## src/baud_buf_pkg.sv

```systemverilog
package baud_buf_pkg;

  // ----------------------------------------
  // Register byte addresses (byte address = 4 x index)
  // ----------------------------------------
  localparam logic [7:0] data_buffer_addr = 8'h00;
  localparam logic [7:0] divisor_addr = 8'h04;
  localparam logic [7:0] control_two_addr = 8'h08;
  localparam logic [7:0] rx_data_addr = 8'h0c;
  localparam logic [7:0] status_addr = 8'h10;

  // ----------------------------------------
  // Fields and reset values
  // ----------------------------------------
  localparam int high_speed_bit = 5;
  localparam int prescale_tick_bit = 0;
  localparam logic [7:0] control_two_reset = 8'h00;
  localparam logic [7:0] divisor_reset = 8'h00;
  localparam logic [7:0] buffer_reset = 8'h00;
  localparam logic [5:0] prescale_low_last = 6'h3f;
  localparam logic [5:0] prescale_high_last = 6'h0f;
  localparam logic [14:0] tick_gap_longest = 15'h3fff; // 64 x 256 clocks, minus one
  localparam logic [14:0] tick_gap_shortest = 15'h000f; // 16 clocks, minus one

  // ----------------------------------------
  // Carriers
  // ----------------------------------------
  typedef struct packed {
    logic [7:0] addr;
    logic [7:0] wdata;
    logic wr;
    logic rd;
  } reg_req_t;

  typedef struct packed {
    logic [7:0] tx_byte_q;
    logic [7:0] rx_byte_q;
    logic [7:0] divisor_q;
    logic [7:0] control_two_q;
    logic [5:0] prescale_q;
    logic [7:0] timer_q;
    logic tick_q;
    logic tx_pending_q;
    logic rx_ready_q;
    logic [7:0] rdata_q;
  } state_t;

endpackage

```

## src/baud_buf.sv

```systemverilog
// Decided for this implementation: the plain strobed port and the register addresses.
`timescale 1ns/1ns
module baud_buf (
  // Clock and reset
  input wire logic clk,
  input wire logic sys_rst,
  input wire logic clk_en,
  // Register port
  input wire baud_buf_pkg::reg_req_t req,
  output logic [7:0] rdata,
  // Shifter side
  output logic bit_tick,
  output logic high_speed,
  output logic [7:0] tx_byte,
  output logic tx_pending,
  input wire logic tx_take,
  input wire logic [7:0] rx_byte,
  input wire logic rx_load
);

  baud_buf_pkg::state_t s_q;
  baud_buf_pkg::state_t s_d;

  // Prescale last count for the selected speed
  function automatic logic [5:0] prescale_last(input logic hs);
    prescale_last = hs ? baud_buf_pkg::prescale_high_last : baud_buf_pkg::prescale_low_last;
  endfunction

  // Register port addresses one register
  function automatic logic addr_hit(input baud_buf_pkg::reg_req_t r, input logic [7:0] a);
    addr_hit = (r.addr == a);
  endfunction

  // ----------------------------------------
  // Next state
  // ----------------------------------------
  always_comb begin
    logic pre_done;
    pre_done = 1'b0;
    s_d = s_q;
    s_d.tick_q = 1'b0;
    // Prescaler of 16 or 64 clocks
    pre_done = (s_q.prescale_q >= prescale_last(s_q.control_two_q[baud_buf_pkg::high_speed_bit]));
    s_d.prescale_q = pre_done ? 6'h00 : s_q.prescale_q + 6'h01;
    // Reloading 8-bit timer, one tick per divisor plus one prescaled periods
    if (pre_done) begin
      if (s_q.timer_q == 8'h00) begin
        s_d.timer_q = s_q.divisor_q;
        s_d.tick_q = 1'b1;
      end else begin
        s_d.timer_q = s_q.timer_q - 8'h01;
      end
    end
    // Shifter handshakes; load sets over software clear
    if (tx_take) begin
      s_d.tx_pending_q = 1'b0;
    end
    if (req.rd && addr_hit(req, baud_buf_pkg::data_buffer_addr)) begin
      s_d.rx_ready_q = 1'b0;
    end
    if (rx_load) begin
      s_d.rx_byte_q = rx_byte;
      s_d.rx_ready_q = 1'b1;
    end
    // Register writes
    if (req.wr) begin
      unique case (req.addr)
        baud_buf_pkg::data_buffer_addr: begin
          s_d.tx_byte_q = req.wdata;
          s_d.tx_pending_q = 1'b1;
        end
        baud_buf_pkg::divisor_addr: s_d.divisor_q = req.wdata;
        baud_buf_pkg::control_two_addr: s_d.control_two_q = req.wdata;
        default: ;
      endcase
    end
    // Read data, one cycle later
    s_d.rdata_q = 8'h00;
    if (req.rd) begin
      unique case (req.addr)
        baud_buf_pkg::data_buffer_addr: s_d.rdata_q = s_q.rx_byte_q;
        baud_buf_pkg::divisor_addr: s_d.rdata_q = s_q.divisor_q;
        baud_buf_pkg::control_two_addr: s_d.rdata_q = s_q.control_two_q;
        baud_buf_pkg::rx_data_addr: s_d.rdata_q = s_q.tx_byte_q;
        baud_buf_pkg::status_addr: s_d.rdata_q = {6'h00, s_q.rx_ready_q, s_q.tx_pending_q};
        default: s_d.rdata_q = 8'h00;
      endcase
    end
  end

  // ----------------------------------------
  // State register
  // ----------------------------------------
  always_ff @(posedge clk or posedge sys_rst) begin
    if (sys_rst) begin
      s_q <= '{tx_byte_q: baud_buf_pkg::buffer_reset,
               rx_byte_q: baud_buf_pkg::buffer_reset,
               divisor_q: baud_buf_pkg::divisor_reset,
               control_two_q: baud_buf_pkg::control_two_reset,
               prescale_q: 6'h00,
               timer_q: 8'h00,
               tick_q: 1'b0,
               tx_pending_q: 1'b0,
               rx_ready_q: 1'b0,
               rdata_q: 8'h00};
    end else if (clk_en) begin
      s_q <= s_d;
    end
  end

  // One tick drives both directions
  assign bit_tick = s_q.tick_q;
  assign high_speed = s_q.control_two_q[baud_buf_pkg::high_speed_bit];
  assign tx_byte = s_q.tx_byte_q;
  assign tx_pending = s_q.tx_pending_q;
  assign rdata = s_q.rdata_q;

  // ----------------------------------------
  // Rate checks
  // ----------------------------------------
  // Enabled cycles since the last bit tick
  logic [14:0] gap_q;
  always_ff @(posedge clk or posedge sys_rst) begin
    if (sys_rst) begin
      gap_q <= 15'h0000;
    end else if (clk_en) begin
      gap_q <= s_d.tick_q ? 15'h0000 : gap_q + 15'h0001;
    end
  end

  // Slowest rate, 64 times 256 clocks apart
  a_tick_gap_max: assert property (@(posedge clk) disable iff (sys_rst)
    clk_en |-> gap_q <= baud_buf_pkg::tick_gap_longest)
    else $error("bit tick gap too long");

  // Fastest rate, 16 clocks apart, also across speed changes
  a_tick_gap_min: assert property (@(posedge clk) disable iff (sys_rst)
    $rose(bit_tick) |-> $past(gap_q) >= baud_buf_pkg::tick_gap_shortest)
    else $error("bit tick gap too short");

  // One pulse, never held by the timer
  a_tick_single_cycle: assert property (@(posedge clk) disable iff (sys_rst)
    bit_tick && clk_en |=> !bit_tick)
    else $error("bit tick longer than one cycle");

  // Low speed prescaler wraps after 64 clocks
  a_prescale_wrap: assert property (@(posedge clk) disable iff (sys_rst)
    clk_en && s_q.prescale_q == baud_buf_pkg::prescale_low_last |=> s_q.prescale_q == 6'h00)
    else $error("prescaler did not wrap");

  // High speed prescaler wraps after 16 clocks
  a_prescale_high_wrap: assert property (@(posedge clk) disable iff (sys_rst)
    clk_en && high_speed && s_q.prescale_q == baud_buf_pkg::prescale_high_last |=>
    s_q.prescale_q == 6'h00)
    else $error("high speed prescaler did not wrap");

  // Prescaler drops into the short range once high speed settles
  a_high_prescale: assert property (@(posedge clk) disable iff (sys_rst)
    high_speed && $stable(high_speed) && $past(clk_en) |->
    s_q.prescale_q <= baud_buf_pkg::prescale_high_last)
    else $error("high speed prescaler over 16");

  // Each tick reloads the timer with the divisor
  a_tick_reload: assert property (@(posedge clk) disable iff (sys_rst)
    bit_tick |-> s_q.timer_q == s_q.divisor_q ||
    $past(req.wr && addr_hit(req, baud_buf_pkg::divisor_addr)))
    else $error("timer not reloaded with divisor");

  // ----------------------------------------
  // Register and handshake checks
  // ----------------------------------------
  // Buffer write lands in the transmit byte
  a_buffer_write: assert property (@(posedge clk) disable iff (sys_rst)
    clk_en && req.wr && req.addr == baud_buf_pkg::data_buffer_addr |=> tx_byte == $past(req.wdata))
    else $error("data buffer write lost");

  // Buffer write raises pending, even against a take
  a_tx_pending_set: assert property (@(posedge clk) disable iff (sys_rst)
    clk_en && req.wr && addr_hit(req, baud_buf_pkg::data_buffer_addr) |=> tx_pending)
    else $error("transmit pending not raised");

  // Take clears pending when no write competes
  a_tx_take_clear: assert property (@(posedge clk) disable iff (sys_rst)
    clk_en && tx_take && !(req.wr && addr_hit(req, baud_buf_pkg::data_buffer_addr)) |=>
    !tx_pending)
    else $error("transmit pending not cleared");

  // Divisor write lands whole
  a_divisor_write: assert property (@(posedge clk) disable iff (sys_rst)
    clk_en && req.wr && addr_hit(req, baud_buf_pkg::divisor_addr) |=>
    s_q.divisor_q == $past(req.wdata))
    else $error("divisor write lost");

  // Speed select follows bit 5 of control register two
  a_speed_write: assert property (@(posedge clk) disable iff (sys_rst)
    clk_en && req.wr && req.addr == baud_buf_pkg::control_two_addr |=>
    high_speed == $past(req.wdata[baud_buf_pkg::high_speed_bit]))
    else $error("speed select not at bit 5");

  // Received byte and ready flag stored on a load
  a_rx_load_store: assert property (@(posedge clk) disable iff (sys_rst)
    clk_en && rx_load |=> s_q.rx_ready_q && s_q.rx_byte_q == $past(rx_byte))
    else $error("received byte not stored");

  // Buffer read clears ready unless a load competes
  a_rx_clear: assert property (@(posedge clk) disable iff (sys_rst)
    clk_en && req.rd && addr_hit(req, baud_buf_pkg::data_buffer_addr) && !rx_load |=>
    !s_q.rx_ready_q)
    else $error("receive ready not cleared");

  // Buffer read returns the received byte
  a_rx_read: assert property (@(posedge clk) disable iff (sys_rst)
    clk_en && req.rd && req.addr == baud_buf_pkg::data_buffer_addr |=>
    rdata == $past(s_q.rx_byte_q))
    else $error("received byte not returned");

  // Read data stand for one cycle only
  a_rdata_idle: assert property (@(posedge clk) disable iff (sys_rst)
    clk_en && !req.rd |=> rdata == 8'h00)
    else $error("read data outside read cycle");

  // Clock enable low freezes every register
  a_freeze_state: assert property (@(posedge clk) disable iff (sys_rst)
    !clk_en |=> s_q == $past(s_q))
    else $error("state changed while frozen");

endmodule

```

## config.mk

```make
export PLATFORM = sky130hd
export DESIGN_NAME = baud_buf
export DESIGN_NICKNAME = d
export VERILOG_FILES = /design/src/baud_buf_pkg.sv /design/src/baud_buf.sv
export SDC_FILE = /design/constraint.sdc
export NUM_CORES = 1
export LEC_CHECK = 0
export BUFFER_PORTS_ARGS = -buffer_cell sky130_fd_sc_hd__buf_4
export CORE_MARGIN = 2
export CORE_UTILIZATION = 56
export DETAILED_ROUTE_END_ITERATION = 16
export GPL_TIMING_DRIVEN = 1
export HOLD_SLACK_MARGIN = 0.02
export PLACE_DENSITY = 0.8
export SETUP_SLACK_MARGIN = 0.15
export SLEW_MARGIN = 30
export SYNTH_ARGS = -nofsm -noshare
export SYNTH_HDL_FRONTEND = slang
export SYNTH_SLANG_ARGS = --single-unit
```

## constraint.sdc

```tcl
create_clock -name clk -period 2.3 [get_ports clk]
set_input_delay 0.23 -clock clk [delete_from_list [all_inputs] [get_ports clk]]
set_output_delay 0.23 -clock clk [all_outputs]
set_load 0.02 [all_outputs]
```

# Word-level counts from Yosys, hierarchy flattened
# Cells that the tools add are included.
[word_totals]
register_bits = 57
latch_bits = 0
ramBits = 0
romBits = 0
input_bits = 31
output_inout_bits = 19
elab_cells = 39
memories = 0
[classes]
add_sub_neg = 2
n_mul = 0
div_mod_pow = 0
n_lt_le_gt_ge = 1
n_eq_ne = 4
n_shift = 0
mux = 12
bitwise_logic = 0
reduce_logical = 10
[ops]
columns = ["operator", "n"]
rows = [
  ["$pmux 8 s5", 1],
  ["$eq 8x4->1 const B", 2],
  ["$logic_not 8->1", 2],
  ["$mux 8", 2],
  ["$mux 6", 2],
  ["$reduce_and 3->1", 3],
  ["$eq 8x3->1 const B", 1],
  ["$eq 8x5->1 const B", 1],
  ["$sub 8x1->8 const B", 1],
  ["$mux 1", 7],
  ["$add 6x1->6 const B", 1],
  ["$ge 6x6->1", 1],
  ["$reduce_and 2->1", 3],
  ["$reduce_bool 2->1", 1],
  ["$logic_and 1x1->1", 1],
]

# Longest topological paths before layout
# Gate-level depths: netlist (run 1).
[logic_depth]
depth_word = 4
depth_mapped = 6
depth_no_buf = 5

# Worst setup path after synthesis (run 1)
# Ideal clock, no wire load.
[synth_timing]
kind = "register to register"
start = "reg s_q (netlist bit high_speed)"
end = "reg s_q[14] (netlist name)"
setup_ps = 121
arrival_time_ps = 1590
required_ps = 2179
setup_slack_ps = 589
path_stages_with_launch = 7
n_path_buf = 1
period_less_slack_ps = 1711
path_cell_list = "dfrtp_1 ha_1 o21ai_0 a21o_1 clkbuf_1 a21oi_1 o22a_1"
[synth_between]
elab_chain_len = 3
[synth_lines]
columns = ["item", "line", "text"]
rows = [
  ["start, declared", "baud_buf.sv:21", "baud_buf_pkg::state_t s_q;"],
  ["start signal, assigned", "baud_buf.sv:96", "s_q <= '{tx_byte_q: baud_buf_pkg::buffer_reset,"],
  ["$mux 6", "baud_buf.sv:26", "prescale_last = hs ? baud_buf_pkg::prescale_high_last : baud_buf_pkg::prescale_low_last;"],
  ["$ge 6x6->1", "baud_buf.sv:43", "pre_done = (s_q.prescale_q >= prescale_last(s_q.control_two_q[baud_buf_pkg::high_speed_bit]));"],
  ["$reduce_and 2->1 (no line)", "n/a", ""],
]
# Every way passes these cells.
# A chain may end at the register's enable or synchronous reset.

# Final worst setup path (run 1)
[layout_timing]
start = "reg s_q[11] (netlist name)"
end = "reg s_q[13] (netlist name)"
[layout_between]
elab_chain_len = 2
elab_cells_between_ends = 3
classes_between = "add/sub (1); mux (1); reduce/logical (1)"
[layout_lines]
columns = ["item", "line", "text"]
rows = [
  ["$sub 8x1->8 / $logic_not 8->1 (equally long branches)", "baud_buf.sv:51, baud_buf.sv:47", ""],
  ["$mux 8 *", "baud_buf.sv:47", "if (s_q.timer_q == 8'h00) begin"],
]
# Every way passes the cells marked *; elsewhere a longest branch is shown, timed or not.

==> metrics, run 1 <==
run status finished clean; Post-DP HPWL 4406 microns; post-synthesis simple-gate area fraction 9.628%; via-per-instance ratio around 5.7; leakage 1.730 nW; hold_ws 69.38 ps; Fin. Hold Viols 0; WL per Instance ~17 microns; WL final between 6000 and 7000 microns; Setup Buffers After CTS 0; Setup crit end kind register; Synth Area in Compound Gates 8.319%; Cells after Synth 250; DRT Pass-1 Iters 4; Clock Latency Late Sink 330 ps; Vias roughly 2,100; Slew Viols, Final 0; highest routed layer met4; number of gates resized after CTS 0; Worst Path Required 2550 ps; Worst-path clk slew around 60 ps; placed insts between 300 and 400; Post-Route Setup TNS 0 ps; RePlAce Congestion 0.8074; Root Driver clkbuf_8; met3 WL 321 microns; TritonCTS Sinks 57; Worst Skew about 5 ps; Post-Synth Adder-Cell Area 2.111%; io pins 50; Crit Path Max Fanout 10; final worst slack 506.2 ps; Mapped Nets 286; total global-route track usage 23.94%; Num CTS Buffers 9; diode count 0; Post-Layout Cell Count 363; initial antenna violation count 0; layout cell share with drive strength beyond 1 38.57%; CTS tree yes; worst-case clock buffer depth 2; post-synth cell types 39; Post-Synth XOR/XNOR Area under 10%; wl on met1 2744 microns; Max-Cap Viols 0; largest family of logic cells by synthesized area multiplexers; PortBufs 49; Worst Hold Class primary input to async pin; RSZ-0062 raised after global routing false; WS Path Type register to register; fin area 0.003470 sq mm; largest net degree at the start of global routing 58; DRC 0; Avg Inst Size Synth between 10 and 15 sq um; fin crit period around 1800 ps; Die W 76.74 microns; Max Clock Freq 557.5 MHz; row count 26; Core Box Area 0.005107 sq mm; period utilization 77.99%; Setup WS pre-CTS 311.4 ps; post-route antenna net violation count 0; Die Span Y between 70 and 80 microns; H-tree level count 3; Mapped Area 0.002963 sq mm; max_slew headroom 53.19%; 1st-iter DRT viols 107; CP startpoint kind register; Seq cells post-synth 57; GRT overflow 0; Crit path arrival time 2050 ps; initial core utilization 58.01%; mux cell area share after synthesis between 20% and 30%; CTS Hold Bufs 0; Final Net Count 325; final core occ roughly two thirds; Cell Area, Placed 0.003274 sq mm; Seq/Total Area, Yosys 48.14%; area grow syn2layout 17.10%; global-route wire length before repair 10,640 microns; Final setup viols 0; synth warn 0; Synth Flop Type dfrtp_1; fill cell count 373; Pwr Total 2.957 mW; fraction of registers with async set/reset 100.0%; VDD IR-drop max between 0.6 and 0.7 mV; Met2 Routed Length 3178 microns; pwr dens 852.2 mW/mm^2; EDFF count, synth 0; number of global-route vias before repair 2,121; Worst Tran Pin Value roughly 700 ps; die area 0.005888 sq mm
synthesized netlist by cell type, drive strengths merged (2+ instances only):
cell type | n | area (sq um)
o22a | 2 | 17.52
inv | 23 | 86.33
or3 | 6 | 37.54
mux4 | 6 | 135.1
nand2 | 14 | 52.55
o22ai | 9 | 56.30
mux2i | 2 | 20.02
mux2 | 35 | 484.2
xor2 | 3 | 26.28
nor2 | 13 | 48.80
ha | 5 | 62.56
o31ai | 2 | 15.01
and3 | 2 | 12.51
nand4 | 4 | 25.02
buf | 21 | 162.7
clkbuf | 5 | 18.77
a2bb2oi | 4 | 35.03
nor3 | 3 | 15.01
nand3 | 7 | 35.03
o21ai | 5 | 25.02
dfrtp | 57 | 1426
a21oi | 8 | 40.04
state kept, by name (all words and copies together), names as in the netlist:
signal	flops
bit_tick	1
high_speed	1
rdata	8
s_q	38
tx_byte	8
tx_pending	1
final timing paths:
check | startpoint | end | slack, ps | depth (start not counted)
max in group asynchronous | sys_rst | high_speed | 1740 | 3
hold / removal | sys_rst | s_q[19] | 70 | 3
hold reg to reg | s_q[42] | s_q[42] | 500 | 1
setup reg to reg | s_q[11] | s_q[13] | 510 | 6
setup / recovery | s_q[11] | s_q[13] | 510 | 6
min in group clk | rx_byte[2] | s_q[43] | 130 | 2
cells in the final DEF (no fill, tap or decap), types with 2 or more instances in the layout:
cell type  synthesis  routed
mux2i_1            2       2
mux2_4            24      24
buf_4             18      54
nand2_1           14      14
o22ai_1            9       9
inv_1             23      22
mux4_2             6       6
ha_1               5       5
clkbuf_8           0      11
nor3_1             3       3
nand4_1            4       4
a21oi_1            8       8
nor2_1            13      13
clkinv_2           0       2
nand3_1            7       7
o31ai_1            2       2
and3_1             2       2
xor2_1             3       3
a2bb2oi_1          4       4
dfrtp_1           57      57
mux2_2            11      11
or3_1              6       6
o21ai_0            5       5
o22a_1             2       2
worst max-delay path, cell delays in order, from the launching register on:
cell	delay, ps
dfrtp_1	420
inv_1	110
ha_1	180
nand4_1	340
buf_4	300
a21oi_1	160
a2bb2oi_1	190
power by group:
part / switching, mW / internal [mW]
Combinational: 0.434 / 0.359
Sequential: 0.114 / 1.13
Clock: 0.375 / 0.549
Total: 0.923 / 2.03
layer usage:
metal	vias up	track usage, %
li1	943	-
met1	1050	30.08
met2	63	39.74
met3	7	7.176
met4	0	7.818
met5	-	0
kinds of logic after synthesis:
kind of cell	count (synthesis)
buffers and inverters	49
multiplexers	43
XOR/XNOR	4
AO/OA/AOI/OAI	37
AND/OR/NAND/NOR	55
adder cells (fa/ha/maj)	5
flip-flops	57
layout make-up:
cell class                 count  area [sq um]  area share [%]
timing repair buffer          54         405.4           11.68
multi-input combinational    144          1269           36.57
tap                           70         87.58           2.524
inverter                      23         86.33           2.488
clock buffer                  12         155.1           4.472
clock inverter                 3         40.04           1.154
sequential                    57          1426           41.11
Note: power is estimated with default switching activity, not from simulation.
==> run 2: changes to the inputs <==
Settings changed: CORE_UTILIZATION 56 to 51, PLACE_DENSITY 0.8 to 0.76.
Clock period 2.3 ns to 1.45 ns, I/O delays scaled along.
==> run 2 against run 1 <==
Net effect:
- the flow now finishes with violations (setup timing)
- sequential cell count unchanged
- first-iteration DRC count up 7.5%
- critical path depth stayed put
- core utilization up 2.4 points
- die area up 9.3%
- sequential power up 56%
- clock skew about the same
- register-to-register slack got worse by 690 ps
- sequential share of layout area shrank 4.7 points
==> metrics, run 2 (same netlist as run 1, synthesis figures left out) <==
run status complete, but fails checks; failing checks setup timing; RePlAce Congestion 0.8689 (+7.6%); Slew Viols, Final 0 (unchanged); WS Path Type register to register; hold depth 2; Post-DP HPWL 4910 microns (+11%); final core occ 70.30% (+2.4 points); Setup WS pre-CTS -244.3 ps (-555.7 ps); via-per-instance ratio 5.516 (-2.9%); Num CTS Buffers 9 (unchanged); fin crit period 1634 ps (-160.3 ps); Max Clock Freq 612.2 MHz (+9.8%); io pins 50 (unchanged); Vias 2,201 (+6.7%); Die Span Y 80.22 microns (+4.5%); CP max stage delay 440 ps (+20 ps); pwr dens 1338 mW/mm^2 (+57%); leakage 1.934 nW (+12%); Fin. Hold Viols 0 (unchanged); area grow syn2layout 32.26%; period utilization 112.7% (+35 points); Worst-path clk slew 70 ps (about the same); Root Driver clkbuf_8; final worst slack -183.5 ps (-689.7 ps); Worst Tran Pin Value 299.1 ps (-403.1 ps); initial core utilization 53.15% (-4.9 points); cell count along the critical path 6 (unchanged); Max-Cap Viols 0 (unchanged); Worst Hold Class primary input to register; row count 27 (+3.8%); most common cell after layout, fill and taps aside buf_4; Crit Path Max Fanout 5 (-5); Worst Skew 4.945 ps (-0.05030 ps); 1st-iter DRT viols 115 (+7.5%); max_slew headroom 79.91% (+27 points); Top reg by flops s_q; diode count 0 (unchanged); crit path buf inv count 1 (-1); number of global-route vias before repair 2,215 (+4.4%); CTS tree yes; total global-route track usage 22.58% (-1.4 points); RSZ-0062 raised after global routing true; Post-Route Setup TNS -719.6 ps (-719.6 ps); WL final 6911 microns (+9.1%); Final setup viols 8 (+8); global-route wire length before repair 10,750 microns (+1.0%); hold_ws 36.37 ps (-33.01 ps); initial antenna violation count 0 (unchanged); Die W 80.22 microns (+4.5%); most frequent cells in the layout buf_4 (76), dfrtp_1 (56), mux2_4 (24), inv_1 (22); Crit path arrival time 1890 ps (-160 ps); PortBufs 49 (unchanged); DRC 0 (unchanged); largest net degree at the start of global routing 58 (unchanged); Worst Path Required 1700 ps (-850 ps); CP startpoint kind register; GRT overflow 0 (unchanged); layout cell share with drive strength beyond 1 49.24% (+11 points); WL per Instance 17.32 microns (-0.75%); H-tree level count 3 (unchanged); CP cell instances ha_4 > nand4_1 > a21oi_2 > buf_6 > a31oi_4 > a41oi_2; Core Box Area 0.005574 sq mm (+9.1%); Pwr Total 5.245 mW (+77%); VDD IR-drop max 0.7217 mV (+10%); Largest register FFs 38 (unchanged); die area 0.006435 sq mm (+9.3%); TritonCTS Sinks 57 (unchanged); Clock Latency Late Sink 340 ps (about the same); post-route antenna net violation count 0 (unchanged); worst-case clock buffer depth 2 (unchanged); DRT Pass-1 Iters 4 (unchanged); Setup crit end kind register; slowest CP cell dfrtp_2; worst r2r path cells 6 (unchanged); family with the most delay on the worst path compound AO/OA/AOI/OAI gates; Final Net Count 358 (+10%)
run 2: area by class of cell:
cell class,instances,area [sq um]
Timing Repair Buffer,87,718.2
Clock buffer,11,151.4
Tap cell,72,90.09
Inverter,23,90.09
Multi-Input combinational cell,144,1364
Clock inverter,5,77.57
Sequential cell,57,1428
Fill cell,390,1655
run 2: what timing repair did:
item                                   in CTS  in global routing
resized for setup                          11                 15
endpoints found under the hold margin      57                  0
pin swaps                                   3                  3
buffers inserted                            2                  2
hold buffers                                1                  0
setup endpoints to repair                  31                 40
run 2: worst register-to-register path: stages, from the launching register on:
cell     delay, ps
dfrtp_2        440
ha_4           260
nand4_1        160
a21oi_2        270
buf_6          170
a31oi_4         80
a41oi_2        170
run 2: worst paths after layout:
kind                       startpoint  slack [ps]    endpoint
min                        rx_byte[1]          40     s_q[42]
max                        high_speed        -180     s_q[18]
min reg2reg                   s_q[46]         510     s_q[46]
max in group asynchronous     sys_rst         750  high_speed
min in group asynchronous     sys_rst         440    rdata[1]
max reg2reg                high_speed        -180     s_q[18]
run 2: where the power goes:
group	internal, mW	leakage [nW]	switching, mW
clock network	1.05	0.115	0.643
registers	1.78	0.757	0.158
logic	0.779	1.06	0.827
run 2: per-stage QoR:
step | std cells | cell area, sq um
final | 399 | 3919
after global routing | 399 | 3919
after detailed placement | 378 | 3517
after floorplan | 250 | 2987
after global placement | 378 | 3517
after CTS | 397 | 3821
run 2: layer usage:
metal  part of all wire [%]  global-route usage [%]
met5                      0                       0
met1                     44                   28.97
met2                     51                   37.25
met3                    3.8                   3.708
met4                    2.0                   10.68
